==> src/encoder_emulation_consts.svh <==
// Named constants for the encoder emulation output block.
`ifndef ENCODER_EMULATION_CONSTS_SVH
`define ENCODER_EMULATION_CONSTS_SVH
`define AXI_ADDR_W       8
`define REG_CTRL         8'h00
`define REG_PPR          8'h04
`define REG_ZERO_OFFSET  8'h08
`define REG_POSITION     8'h0c
`define REG_STATUS       8'h10
`define REG_SSI_TIMEOUT  8'h14
`define CTRL_MODE_BIT    0
`define CTRL_GRAY_BIT    1
`define CTRL_DIR_BIT     2
`define CTRL_FB_BIT      3
`define CTRL_SAFETY_BIT  4
`define CTRL_TURNS_LSB   8
`define CTRL_RESET       32'h0000_0000
`define PPR_RESET        20'h00400
`define PPR_RES_MIN      20'h00020
`define PPR_RES_MAX      20'h01000
`define PPR_ENC_MIN      20'h00100
`define PPR_ENC_MAX      20'h80000
`define PPR_SAFE_MAX     20'h01000
`define TURNS_MIN        5'h0c
`define TURNS_MAX        5'h10
`define SSI_WORD_BITS    6'h20
`define SSI_TIMEOUT_RST  16'h0028
`define ONE_TURN_W       16
`define PHASE_FRAC_W     20
`define RESP_OKAY        2'h0
`define RESP_SLVERR      2'h2
`endif

==> src/encoder_emulation_pkg.sv <==
// Types shared by the encoder emulation output block.
package encoder_emulation_pkg;
   typedef enum logic [1:0] {
      SSI_IDLE  = 2'b00,
      SSI_SHIFT = 2'b01,
      SSI_PAUSE = 2'b10
   } ssi_state_t;
endpackage : encoder_emulation_pkg

==> src/encoder_emulation_output.sv <==
// Encoder emulation: quadrature or serial absolute position output with AXI4-Lite setup.
// What this block does
// - In quadrature mode the block emits incremental pulses derived from the absolute position.
// - Pulse transitions are derived from the change of the absolute shaft position.
// - Two channels A and B are driven a quarter period apart.
// - A zero pulse appears once per turn and only while A and B are both high.
// - Pulses per turn are settable, 32 to 4096 for resolver and 256 to 524288 for encoder.
// - With a safety card only powers of two up to 4096 are accepted.
// - The zero pulse sits at a settable offset within one turn.
// - By default both outputs count up for clockwise rotation.
// - In serial mode the position is given as a synchronous serial absolute word.
// - The serial word is at most 32 bits long.
// - The word opens with the turn count, 12 to 16 bits wide.
// - A fixed 16-bit single-turn field follows the turn count.
// - The word is sent in Gray or plain binary as configured.
// - The reading party supplies the serial clock and the block follows its rate.
//
// Decided for this implementation: the address map and register access over AXI4-Lite.
`timescale 1ns/10ps
`include "encoder_emulation_consts.svh"
module encoder_emulation_output
   import encoder_emulation_pkg::*;
(
   // Clock and reset.
   input  wire logic                   core_clk_i,
   input  wire logic                   reset_i,
   // Shaft position from the feedback path.
   input  wire logic [15:0]            one_turn_pos_i,
   input  wire logic [15:0]            turn_count_i,
   // AXI4-Lite slave.
   input  wire logic [`AXI_ADDR_W-1:0] s_axi_awaddr,
   input  wire logic                   s_axi_awvalid,
   output logic                        s_axi_awready,
   input  wire logic [31:0]            s_axi_wdata,
   input  wire logic [3:0]             s_axi_wstrb,
   input  wire logic                   s_axi_wvalid,
   output logic                        s_axi_wready,
   output logic [1:0]                  s_axi_bresp,
   output logic                        s_axi_bvalid,
   input  wire logic                   s_axi_bready,
   input  wire logic [`AXI_ADDR_W-1:0] s_axi_araddr,
   input  wire logic                   s_axi_arvalid,
   output logic                        s_axi_arready,
   output logic [31:0]                 s_axi_rdata,
   output logic [1:0]                  s_axi_rresp,
   output logic                        s_axi_rvalid,
   input  wire logic                   s_axi_rready,
   // Output connector.
   output logic                        inc_a_o,
   output logic                        inc_b_o,
   output logic                        zero_reference_pulse_o,
   input  wire logic                   ssi_clk_i,
   output logic                        ssi_data_o
);
   // Register state.
   logic [31:0] ctrl, next_ctrl;
   logic [19:0] ppr, next_ppr;
   logic [15:0] zero_pulse_offset, next_zero_pulse_offset;
   logic [15:0] ssi_timeout, next_ssi_timeout;
   logic        ppr_reject, next_ppr_reject;
   logic        aw_held, next_aw_held, w_held, next_w_held;
   logic [`AXI_ADDR_W-1:0] aw_addr, next_aw_addr;
   logic [31:0] w_data, next_w_data;
   logic [3:0]  w_strb, next_w_strb;
   logic        bvalid, next_bvalid;
   logic [1:0]  bresp, next_bresp;
   logic        rvalid, next_rvalid;
   logic [1:0]  rresp, next_rresp;
   logic [31:0] rdata, next_rdata;

   logic        position_output_mode;
   logic        gray_sel;
   logic        reverse_dir;
   logic        feedback_source_type;
   logic        safety_card;
   logic [4:0]  turns_bits;

   assign position_output_mode = ctrl[`CTRL_MODE_BIT];
   assign gray_sel             = ctrl[`CTRL_GRAY_BIT];
   assign reverse_dir          = ctrl[`CTRL_DIR_BIT];
   assign feedback_source_type = ctrl[`CTRL_FB_BIT];
   assign safety_card          = ctrl[`CTRL_SAFETY_BIT];
   assign turns_bits           = ctrl[`CTRL_TURNS_LSB +: 5];

   // Position seen by both outputs, mirrored when the count direction is reversed.
   logic [31:0] abs_pos;
   assign abs_pos = reverse_dir ? (32'h0 - {turn_count_i, one_turn_pos_i})
                                : {turn_count_i, one_turn_pos_i};

   // Candidate pulses-per-turn check, applied to a register write.
   function automatic logic ppr_ok(input logic [31:0] v, input logic fb, input logic safe);
      logic ok;
      ok = 1'b1;
      if (v[31:20] != 12'h0) begin
         ok = 1'b0;
      end else if (!fb) begin
         ok = (v[19:0] >= `PPR_RES_MIN) && (v[19:0] <= `PPR_RES_MAX);
      end else begin
         ok = (v[19:0] >= `PPR_ENC_MIN) && (v[19:0] <= `PPR_ENC_MAX);
      end
      if (safe && ((v[19:0] > `PPR_SAFE_MAX) || ((v[19:0] & (v[19:0] - 20'h1)) != 20'h0))) begin
         ok = 1'b0;
      end
      return ok;
   endfunction : ppr_ok

   function automatic logic [31:0] merge(input logic [31:0] old, input logic [31:0] d,
                                         input logic [3:0] s);
      logic [31:0] r;
      r = old;
      for (int i = 0; i < 4; i++) begin
         if (s[i]) begin
            r[i*8 +: 8] = d[i*8 +: 8];
         end
      end
      return r;
   endfunction : merge

   // AXI4-Lite slave next state.
   logic        do_write;
   logic [31:0] status_word;
   logic        ssi_busy;
   logic [31:0] turns_mask;
   assign do_write      = aw_held && w_held && !bvalid;
   assign s_axi_awready = !aw_held;
   assign s_axi_wready  = !w_held;
   assign s_axi_bvalid  = bvalid;
   assign s_axi_bresp   = bresp;
   assign s_axi_arready = !rvalid;
   assign s_axi_rvalid  = rvalid;
   assign s_axi_rresp   = rresp;
   assign s_axi_rdata   = rdata;
   assign status_word   = {29'h0, ssi_busy, ppr_reject, position_output_mode};

   always_comb begin
      logic [31:0] cand;
      cand                   = 32'h0;
      next_ctrl              = ctrl;
      next_ppr               = ppr;
      next_zero_pulse_offset = zero_pulse_offset;
      next_ssi_timeout       = ssi_timeout;
      next_ppr_reject        = ppr_reject;
      next_aw_held           = aw_held;
      next_aw_addr           = aw_addr;
      next_w_held            = w_held;
      next_w_data            = w_data;
      next_w_strb            = w_strb;
      next_bvalid            = bvalid;
      next_bresp             = bresp;
      next_rvalid            = rvalid;
      next_rresp             = rresp;
      next_rdata             = rdata;
      if (s_axi_awvalid && !aw_held) begin
         next_aw_held = 1'b1;
         next_aw_addr = s_axi_awaddr;
      end
      if (s_axi_wvalid && !w_held) begin
         next_w_held = 1'b1;
         next_w_data = s_axi_wdata;
         next_w_strb = s_axi_wstrb;
      end
      if (bvalid && s_axi_bready) begin
         next_bvalid = 1'b0;
      end
      if (do_write) begin
         next_aw_held = 1'b0;
         next_w_held  = 1'b0;
         next_bvalid  = 1'b1;
         next_bresp   = `RESP_OKAY;
         unique case ({aw_addr[`AXI_ADDR_W-1:2], 2'b00})
            `REG_CTRL: begin
               cand = merge(ctrl, w_data, w_strb);
               if (cand[`CTRL_TURNS_LSB +: 5] < `TURNS_MIN ||
                   cand[`CTRL_TURNS_LSB +: 5] > `TURNS_MAX) begin
                  cand[`CTRL_TURNS_LSB +: 5] = turns_bits;
               end
               next_ctrl = cand;
            end
            `REG_PPR: begin
               cand = merge({12'h0, ppr}, w_data, w_strb);
               if (ppr_ok(cand, feedback_source_type, safety_card)) begin
                  next_ppr        = cand[19:0];
                  next_ppr_reject = 1'b0;
               end else begin
                  next_ppr_reject = 1'b1;
                  next_bresp      = `RESP_SLVERR;
               end
            end
            `REG_ZERO_OFFSET: begin
               cand                   = merge({16'h0, zero_pulse_offset}, w_data, w_strb);
               next_zero_pulse_offset = cand[15:0];
            end
            `REG_SSI_TIMEOUT: begin
               cand             = merge({16'h0, ssi_timeout}, w_data, w_strb);
               next_ssi_timeout = (cand[15:0] == 16'h0) ? 16'h1 : cand[15:0];
            end
            default: next_bresp = `RESP_SLVERR;
         endcase
      end
      if (rvalid && s_axi_rready) begin
         next_rvalid = 1'b0;
      end
      if (s_axi_arvalid && !rvalid) begin
         next_rvalid = 1'b1;
         next_rresp  = `RESP_OKAY;
         unique case ({s_axi_araddr[`AXI_ADDR_W-1:2], 2'b00})
            `REG_CTRL:        next_rdata = ctrl;
            `REG_PPR:         next_rdata = {12'h0, ppr};
            `REG_ZERO_OFFSET: next_rdata = {16'h0, zero_pulse_offset};
            `REG_POSITION:    next_rdata = abs_pos;
            `REG_STATUS:      next_rdata = status_word;
            `REG_SSI_TIMEOUT: next_rdata = {16'h0, ssi_timeout};
            default: begin
               next_rdata = 32'h0;
               next_rresp = `RESP_SLVERR;
            end
         endcase
      end
   end

   always_ff @(posedge core_clk_i) begin
      if (reset_i) begin
         ctrl              <= `CTRL_RESET | (32'(`TURNS_MIN) << `CTRL_TURNS_LSB);
         ppr               <= `PPR_RESET;
         zero_pulse_offset <= 16'h0;
         ssi_timeout       <= `SSI_TIMEOUT_RST;
         ppr_reject        <= 1'b0;
         aw_held           <= 1'b0;
         aw_addr           <= '0;
         w_held            <= 1'b0;
         w_data            <= 32'h0;
         w_strb            <= 4'h0;
         bvalid            <= 1'b0;
         bresp             <= `RESP_OKAY;
         rvalid            <= 1'b0;
         rresp             <= `RESP_OKAY;
         rdata             <= 32'h0;
      end else begin
         ctrl              <= next_ctrl;
         ppr               <= next_ppr;
         zero_pulse_offset <= next_zero_pulse_offset;
         ssi_timeout       <= next_ssi_timeout;
         ppr_reject        <= next_ppr_reject;
         aw_held           <= next_aw_held;
         aw_addr           <= next_aw_addr;
         w_held            <= next_w_held;
         w_data            <= next_w_data;
         w_strb            <= next_w_strb;
         bvalid            <= next_bvalid;
         bresp             <= next_bresp;
         rvalid            <= next_rvalid;
         rresp             <= next_rresp;
         rdata             <= next_rdata;
      end
   end

   // Quadrature emulation. The target edge count per turn is 4 * ppr; the shaft angle is
   // scaled to that count and the output state chases it one edge per clock, which keeps
   // each step a single-channel change even when the shaft jumps.
   logic [37:0] scaled;
   logic [21:0] target_q;
   logic [21:0] edge_cnt, next_edge_cnt;
   logic [21:0] edges_per_turn;
   logic [21:0] diff;
   logic        inc_a, next_inc_a, inc_b, next_inc_b, zero_p, next_zero_p;
   logic [21:0] zero_edge;
   logic [37:0] zero_prod;
   assign edges_per_turn = {ppr, 2'b00};
   assign scaled         = abs_pos[15:0] * {16'h0, edges_per_turn};
   assign target_q       = scaled[`ONE_TURN_W +: 22];
   assign diff           = target_q - edge_cnt;
   // The full product is kept so a large offset times a fine resolution cannot wrap.
   assign zero_prod      = {22'h0, zero_pulse_offset} * {16'h0, edges_per_turn};
   assign zero_edge      = {zero_prod[37:18], 2'b10};

   always_comb begin
      logic [1:0] ph;
      ph            = 2'b00;
      next_edge_cnt = edge_cnt;
      if (diff != 22'h0) begin
         if (diff < {1'b0, edges_per_turn[21:1]}) begin
            next_edge_cnt = (edge_cnt == edges_per_turn - 22'h1) ? 22'h0 : edge_cnt + 22'h1;
         end else begin
            next_edge_cnt = (edge_cnt == 22'h0) ? edges_per_turn - 22'h1 : edge_cnt - 22'h1;
         end
      end
      // Phase 0..3 gives A,B = 00,10,11,01: B lags A going up.
      ph          = next_edge_cnt[1:0];
      next_inc_a  = ph[0] ^ ph[1];
      next_inc_b  = ph[1];
      next_zero_p = (next_edge_cnt == zero_edge);
      if (!position_output_mode) begin
         next_inc_a  = 1'b0;
         next_inc_b  = 1'b0;
         next_zero_p = 1'b0;
      end
   end

   always_ff @(posedge core_clk_i) begin
      if (reset_i) begin
         edge_cnt <= 22'h0;
         inc_a    <= 1'b0;
         inc_b    <= 1'b0;
         zero_p   <= 1'b0;
      end else begin
         edge_cnt <= next_edge_cnt;
         inc_a    <= next_inc_a;
         inc_b    <= next_inc_b;
         zero_p   <= next_zero_p;
      end
   end
   assign inc_a_o                = inc_a;
   assign inc_b_o                = inc_b;
   assign zero_reference_pulse_o = zero_p;

   // Serial absolute output. The external clock is synchronised and its edges found here,
   // so any reader rate well below the core clock is followed while each clock half-period stays under ssi_timeout.
   logic        sclk_s1, sclk_s2, sclk_d;
   ssi_state_t  ssi_state, next_ssi_state;
   logic [31:0] ssi_word, next_ssi_word;
   logic [5:0]  bit_left, next_bit_left;
   logic [15:0] idle_cnt, next_idle_cnt;
   logic        sdata, next_sdata;
   logic        sclk_fall, sclk_rise;
   logic [31:0] packed_word;
   assign sclk_fall = sclk_d && !sclk_s2;
   assign sclk_rise = !sclk_d && sclk_s2;
   assign ssi_busy  = (ssi_state != SSI_IDLE);

   always_comb begin
      logic [31:0] w;
      w = ({16'h0, abs_pos[31:16]} & ((32'h1 << turns_bits) - 32'h1)) << `ONE_TURN_W;
      w = w | {16'h0, abs_pos[15:0]};
      if (gray_sel) begin
         w = w ^ (w >> 1);
      end
      packed_word = w << (6'(`SSI_WORD_BITS) - 6'(`ONE_TURN_W) - {1'b0, turns_bits});
   end

   always_comb begin
      next_ssi_state = ssi_state;
      next_ssi_word  = ssi_word;
      next_bit_left  = bit_left;
      next_sdata     = sdata;
      next_idle_cnt  = (sclk_fall || sclk_rise) ? 16'h0 :
                       (idle_cnt == 16'hffff)   ? idle_cnt : idle_cnt + 16'h1;
      unique case (ssi_state)
         SSI_IDLE: begin
            next_sdata = 1'b1;
            if (sclk_fall && !position_output_mode) begin
               next_ssi_word  = packed_word;
               next_bit_left  = 6'(`ONE_TURN_W) + {1'b0, turns_bits};
               next_ssi_state = SSI_SHIFT;
            end
         end
         SSI_SHIFT: begin
            if (sclk_rise) begin
               next_sdata    = ssi_word[31];
               next_ssi_word = {ssi_word[30:0], 1'b0};
               next_bit_left = bit_left - 6'h1;
               if (bit_left == 6'h1) begin
                  next_ssi_state = SSI_PAUSE;
               end
            end else if (idle_cnt >= ssi_timeout) begin
               next_ssi_state = SSI_PAUSE;
            end
         end
         SSI_PAUSE: begin
            if (sclk_rise) begin
               next_sdata = 1'b0;
            end
            if (idle_cnt >= ssi_timeout) begin
               next_sdata     = 1'b1;
               next_ssi_state = SSI_IDLE;
            end
         end
         default: next_ssi_state = SSI_IDLE;
      endcase
   end

   always_ff @(posedge core_clk_i) begin
      if (reset_i) begin
         sclk_s1   <= 1'b1;
         sclk_s2   <= 1'b1;
         sclk_d    <= 1'b1;
         ssi_state <= SSI_IDLE;
         ssi_word  <= 32'h0;
         bit_left  <= 6'h0;
         idle_cnt  <= 16'h0;
         sdata     <= 1'b1;
      end else begin
         sclk_s1   <= ssi_clk_i;
         sclk_s2   <= sclk_s1;
         sclk_d    <= sclk_s2;
         ssi_state <= next_ssi_state;
         ssi_word  <= next_ssi_word;
         bit_left  <= next_bit_left;
         idle_cnt  <= next_idle_cnt;
         sdata     <= next_sdata;
      end
   end
   assign ssi_data_o = sdata;
endmodule : encoder_emulation_output

==> config.mk <==
export PLATFORM = sky130hd
export DESIGN_NAME = encoder_emulation_output
export DESIGN_NICKNAME = d
export VERILOG_FILES = /design/src/encoder_emulation_pkg.sv /design/src/encoder_emulation_output.sv
export VERILOG_INCLUDE_DIRS = /design/src /design/src/src
export SDC_FILE = /design/constraint.sdc
export NUM_CORES = 2
export LEC_CHECK = 0
export BUFFER_PORTS_ARGS = -buffer_cell sky130_fd_sc_hd__buf_2
export CAP_MARGIN = 20
export CORE_UTILIZATION = 55
export CTS_CLUSTER_DIAMETER = 40
export DETAILED_ROUTE_END_ITERATION = 8
export PLACE_DENSITY_LB_ADDON = 0.1
export REMOVE_ABC_BUFFERS = 1
export SYNTH_ARGS = -nofsm -noshare
export SYNTH_HDL_FRONTEND = slang
export SYNTH_SLANG_ARGS = --single-unit
==> constraint.sdc <==
create_clock -name core_clk_i -period 30.2 [get_ports core_clk_i]
set_input_delay 6.04 -clock core_clk_i [delete_from_list [all_inputs] [get_ports core_clk_i]]
set_output_delay 6.04 -clock core_clk_i [all_outputs]
set_load 0.02 [all_outputs]
# After elaboration in Yosys (flattened, before gate mapping)
# Index checks and enable logic that the tools add are counted.
# totals
regBits,254
out_inout_bits,45
# op_classes
bitwise_logic,7
magnitude_cmp,9
shifts,2
reduce_logical,54
n_eq_ne,21
multipliers,2
muxes,58
addsub,11
# ops
operator,n
$pmux 32 s6,1
$mux 8,21
$mux 32,4
$mux 22,4
$mul 16x20->36,2
$pmux 32 s2,1
$eq 22x22->1,2
$sub 22x1->22 const B,2
$or 32x16->32,1
$shl 32x6->32,1
$sub 1x32->32 const A,1
$xor 32x31->32,1
$reduce_and 3->1,10
$add 22x1->22 const B,1
$logic_not 22->1,1
$lt 22x21->1,1
$reduce_bool 22->1,1
$sub 22x22->22,1
$and 20x20->20,1
$ge 20x6->1 const B,1
$ge 20x9->1 const B,1
$gt 20x13->1 const B,1
$le 20x13->1 const B,1
$le 20x20->1 const B,1
other kinds (44),102

# Longest topological paths before layout
# depth
word_depth,13
ltp_mapped,60
ltp_nobuf,56

# Least setup slack after synthesis
# Ideal clock, no wire load.
# synth_path
path_type,input-to-reg
startpoint,input one_turn_pos_i[0]
endpoint,"register zero_p, in the netlist zero_reference_pulse_o"
required_time_ps,30097
setup_ps,103
path_stages,52
t_arrival_ps,17865
setup_slack_ps,12232
cell_sequence,clkbuf_1 -> clkinv_1 -> ha_1 -> nor3b_1 -> nand4_1 -> o41ai_1 -> xnor2_1 -> clkbuf_1 -> and2_1 -> fa_1 -> fa_1 -> fa_1 -> fa_1 -> fa_1 -> inv_1 -> fa_1 -> inv_1 -> ha_1 -> [16 not listed] -> o211ai_1 -> inv_1 -> ha_1 -> a21o_1 -> a21oi_1 -> nor2b_1 -> o21ai_0 -> a21oi_1 -> a211o_1 -> clkbuf_1 -> or3_1 -> buf_6 -> o32ai_1 -> a22oi_4 -> xnor2_1 -> a211oi_2 -> nand4_1 -> a2111oi_2
# synth_between
elab_chain_cells,8
elab_cells_between_ends,9
cone_classes,2 x add/sub; 1 x mul; 1 x order compare; 1 x eq/ne; 3 x mux; 1 x reduce/logical
# synth_lines
element,line_no,text
start: declaration,encoder_emulation_output.sv:28,"input wire logic [15:0] one_turn_pos_i,"
$sub 1x32->32,encoder_emulation_output.sv:87,"assign abs_pos = reverse_dir ? (32'h0 - {turn_count_i, one_turn_pos_i})"
$mux 32 (*),encoder_emulation_output.sv:87,
$mul 16x20->36 (*),encoder_emulation_output.sv:269,"assign scaled = abs_pos[15:0] * {16'h0, edges_per_turn};"
$sub 22x22->22 (*),encoder_emulation_output.sv:271,assign diff = target_q - edge_cnt;
$lt 22x21->1,encoder_emulation_output.sv:281,"if (diff < {1'b0, edges_per_turn[21:1]}) begin"
$mux 22,encoder_emulation_output.sv:281,
$mux 22 (*),encoder_emulation_output.sv:280,if (diff != 22'h0) begin
$eq 22x22->1 (*),encoder_emulation_output.sv:291,next_zero_p = (next_edge_cnt == zero_edge);
end signal: assignment,encoder_emulation_output.sv:309,zero_p <= next_zero_p;
end: declaration,encoder_emulation_output.sv:265,"logic inc_a, next_inc_a, inc_b, next_inc_b, zero_p, next_zero_p;"
# Every way passes the cells marked *; elsewhere a longest branch is shown, timed or not.
# A chain may end at the register's enable or synchronous reset.

# Worst setup path after layout
# Same ends and word-level chain as after synthesis.

==> impl_metrics.toml <==
[sta]
slew_headroom_pct = 22.55
final.setup_skew_ns = 0.02427
slew_viol_final = 0
setup_ws_ns = 9.893
period_share_pct = 67.24
rsz0062_at_grt = "false"
max_freq_ghz = 0.04925
finalCriticalPeriod_ns = 20.31
setup_viol = 0
tns_ns = 0
worst_pin_slew_ns = 1.160
hold_viol = 0

[power]
p_comb_share_pct = 44.9
ir_worst_vdd_mv = 0.04365
cell_internal_pwr_uw = 993.4
switching_share_pct = 41.44
p_clk_share_pct = 31.5
power_frac_seq_pct = 23.6
p_leak_uw = 0.01868
total_power_uw = 1696
power_switching_uw = 703.0
power.density_nw_per_um2 = 41.01

[route]
drcViolationCount = 0
ant_nets = 0
drt_iter0_markers = 3237
drt-vias-per-instance = 5.893
firstDrtPassIters = 9
routedWlPerCell_microns = 20.90
vias = 33814
wirelength_microns = 119900

[placement]
place.gp.congestion = 0.9607
preCtsSetupSlack_ns = 9.597
placed_area_sq_um = 39770
port_buffers = 130
dp_hpwl_microns = 88470

[finish]
layout-drive-gt1-share_pct = 7.872
nNetsFinal = 5645
areaGrowthSynthToFinish_pct = 7.823
fin_util_pct = 60.11
finish.instance_area_sq_um = 41370

[logic_synthesis]
synth-main-ff-cell = "dfxtp_1"
yosysMostFrequentCell = "inv_1"
synth.cell_area_sq_um = 38370
yosysWarnings = 0
syn_avg_cell_area_sq_um = 7.990
yosys-top-cells-area = "fa_1, dfxtp_1, ha_1, inv_1, nand2_1"
yosys.area.top_type = "fa_1"
synthCells = 4802
ys_types = 100
synth_top_area_share_pct = 26.04
synth_edf_count = 0
synthArstFlopShare_pct = 0
ys_seq_area_share_pct = 13.04
synth.ff_latch_count = 250
synthTopCellsByCount = "inv_1, nand2_1, fa_1"

[run_status]
status = "finished, final reports clean"

[die]
core-area_sq_um = 68830
start_util_pct = 55.75
die_w_microns = 266.1
pin_count = 137
std_cell_rows = 96
dieArea_sq_um = 70820
die_h_microns = 266.1

[cts]
clk_latency_ns = 0.59
numCtsBuffers = 43
cts_sinks = 250
cts_tree = "done"
root_buffer = "clkbuf_16"
clk_pin_slew_ns = 0.05
h-tree-depth = 2
clockBufferDepth = 3
cts_resized = 0
cts_hold_buffers = 0
cts_setup_buffers = 0

[grt]
grt_pass1_wl_microns = 188200
overflow = 0
antenna_found_initial = 6
grt.total_usage_pct = 34.21
grt_max_degree = 74
grt_pass1_vias = 32961

[setup_path]
cpPeakStageDelay_ns = 0.76
cp_max_fo = 19
path_class = "in -> reg"
cp_common_cell = "a21oi_1"
start_kind = "input pin"
crit_required_ns = 30.65
crit_arrival_ns = 20.75
cp-end-kind = "flop"
worst_path_max_delay_cell = "xnor2_1"

[worst_hold_path]
hold_class = "reg -> reg"

[run]
drv_cap = 0
[state kept, by name, indices dropped and copies added (netlist names), 2 cells and up]
register / count
ssi_state: 2
ctrl: 32
edge_cnt: 22
ssi_word: 32
idle_cnt: 16
w_strb: 4
bit_left: 6
ppr: 20
ssi_timeout: 16
w_data: 32
zero_pulse_offset: 16
aw_addr: 6
s_axi_rdata: 32
[critical path, delay by kind of cell]
family                   cells  cell delay [ns]
AO/OA/AOI/OAI               20             4.77
AND/OR/NAND/NOR              9             2.21
adder cells (fa/ha/maj)     10             4.55
buffers and inverters        8             1.90
XOR/XNOR                     3             1.26
[layer usage]
layer,up-vias,track usage (%),share of wire [%]
li1,15611,-,-
met1,16631,47.72,43
met2,1338,54.36,45
met3,232,5.647,8.7
met4,2,10.28,3.1
met5,-,0,0.011
[worst paths after layout]
kind / from / endpoint / slack (ns) / cells after the start
worst min-delay path: sclk_s1$_SDFF_PP1_ / sclk_s2$_SDFF_PP1_ / 0.41 / 1
worst max register to register: ctrl[2]$_SDFFE_PP0P_ / zero_reference_pulse_o$_SDFF_PP0_ / 15.17 / 50
worst max-delay path: one_turn_pos_i[0] / zero_reference_pulse_o$_SDFF_PP0_ / 9.89 / 50
worst min register to register: sclk_s1$_SDFF_PP1_ / sclk_s2$_SDFF_PP1_ / 0.41 / 1
[power by group through the flow]
stage	clock, uW	sequential, uW	combinational (uW)
2_1_floorplan	0	395	535
3_3_place_gp	0	406	736
3_5_place_dp	0	406	741
4_1_cts	539	399	746
5_1_grt	553	405	841
6_report	534	401	762
[cell type report]
type	count	area, sq um
Fill cell	6410	27460
Clock buffer	50	1162
Clock inverter	30	412.9
Inverter	656	2462
Sequential cell	250	5007
Tap cell	931	1165
Timing Repair Buffer	220	1330
Antenna cell	5	12.51
Multi-Input combinational cell	3596	29820
[logic make-up (layout without fill, tap and decap cells)]
| group | after synthesis | after routing | share of synthesized area (%) |
|---|---|---|---|
| AOI/OAI and AO/OA | 843 | 843 | 14.05 |
| xor gates and xnor gates | 175 | 175 | 4.102 |
| adders and majority gates | 787 | 787 | 35.42 |
| buffers and inverters | 957 | 956 | 9.509 |
| DFF | 250 | 250 | 13.04 |
| muxes | 119 | 119 | 3.219 |
| other | 1 | 7 | 0.009773 |
| and+or+nand+nor | 1670 | 1670 | 20.65 |
[through the flow]
step                hold slack, ns  instances
floorplan                   0.3895       4502
global placement            0.3902       5651
detailed placement          0.4039       5651
CTS                         0.4150       5731
global route                0.4228       5737
finish                      0.4107       5738
[cells in the final DEF (no fill, tap or decap), types with 41 or more instances in the layout]
master | synthesis | routed
inv_1 | 649 | 649
nand2_1 | 613 | 613
fa_1 | 499 | 499
nor2_1 | 381 | 381
and2_1 | 309 | 309
ha_1 | 287 | 287
a21oi_1 | 269 | 268
dfxtp_1 | 250 | 248
o21ai_0 | 191 | 190
buf_2 | 3 | 129
xnor2_1 | 116 | 107
mux2i_1 | 102 | 102
nor3_1 | 92 | 91
buf_4 | 2 | 89
nand3_1 | 58 | 58
xor2_1 | 56 | 56
clkbuf_16 | 0 | 43
a21o_1 | 41 | 41
Power figures use the tool's default switching activity.
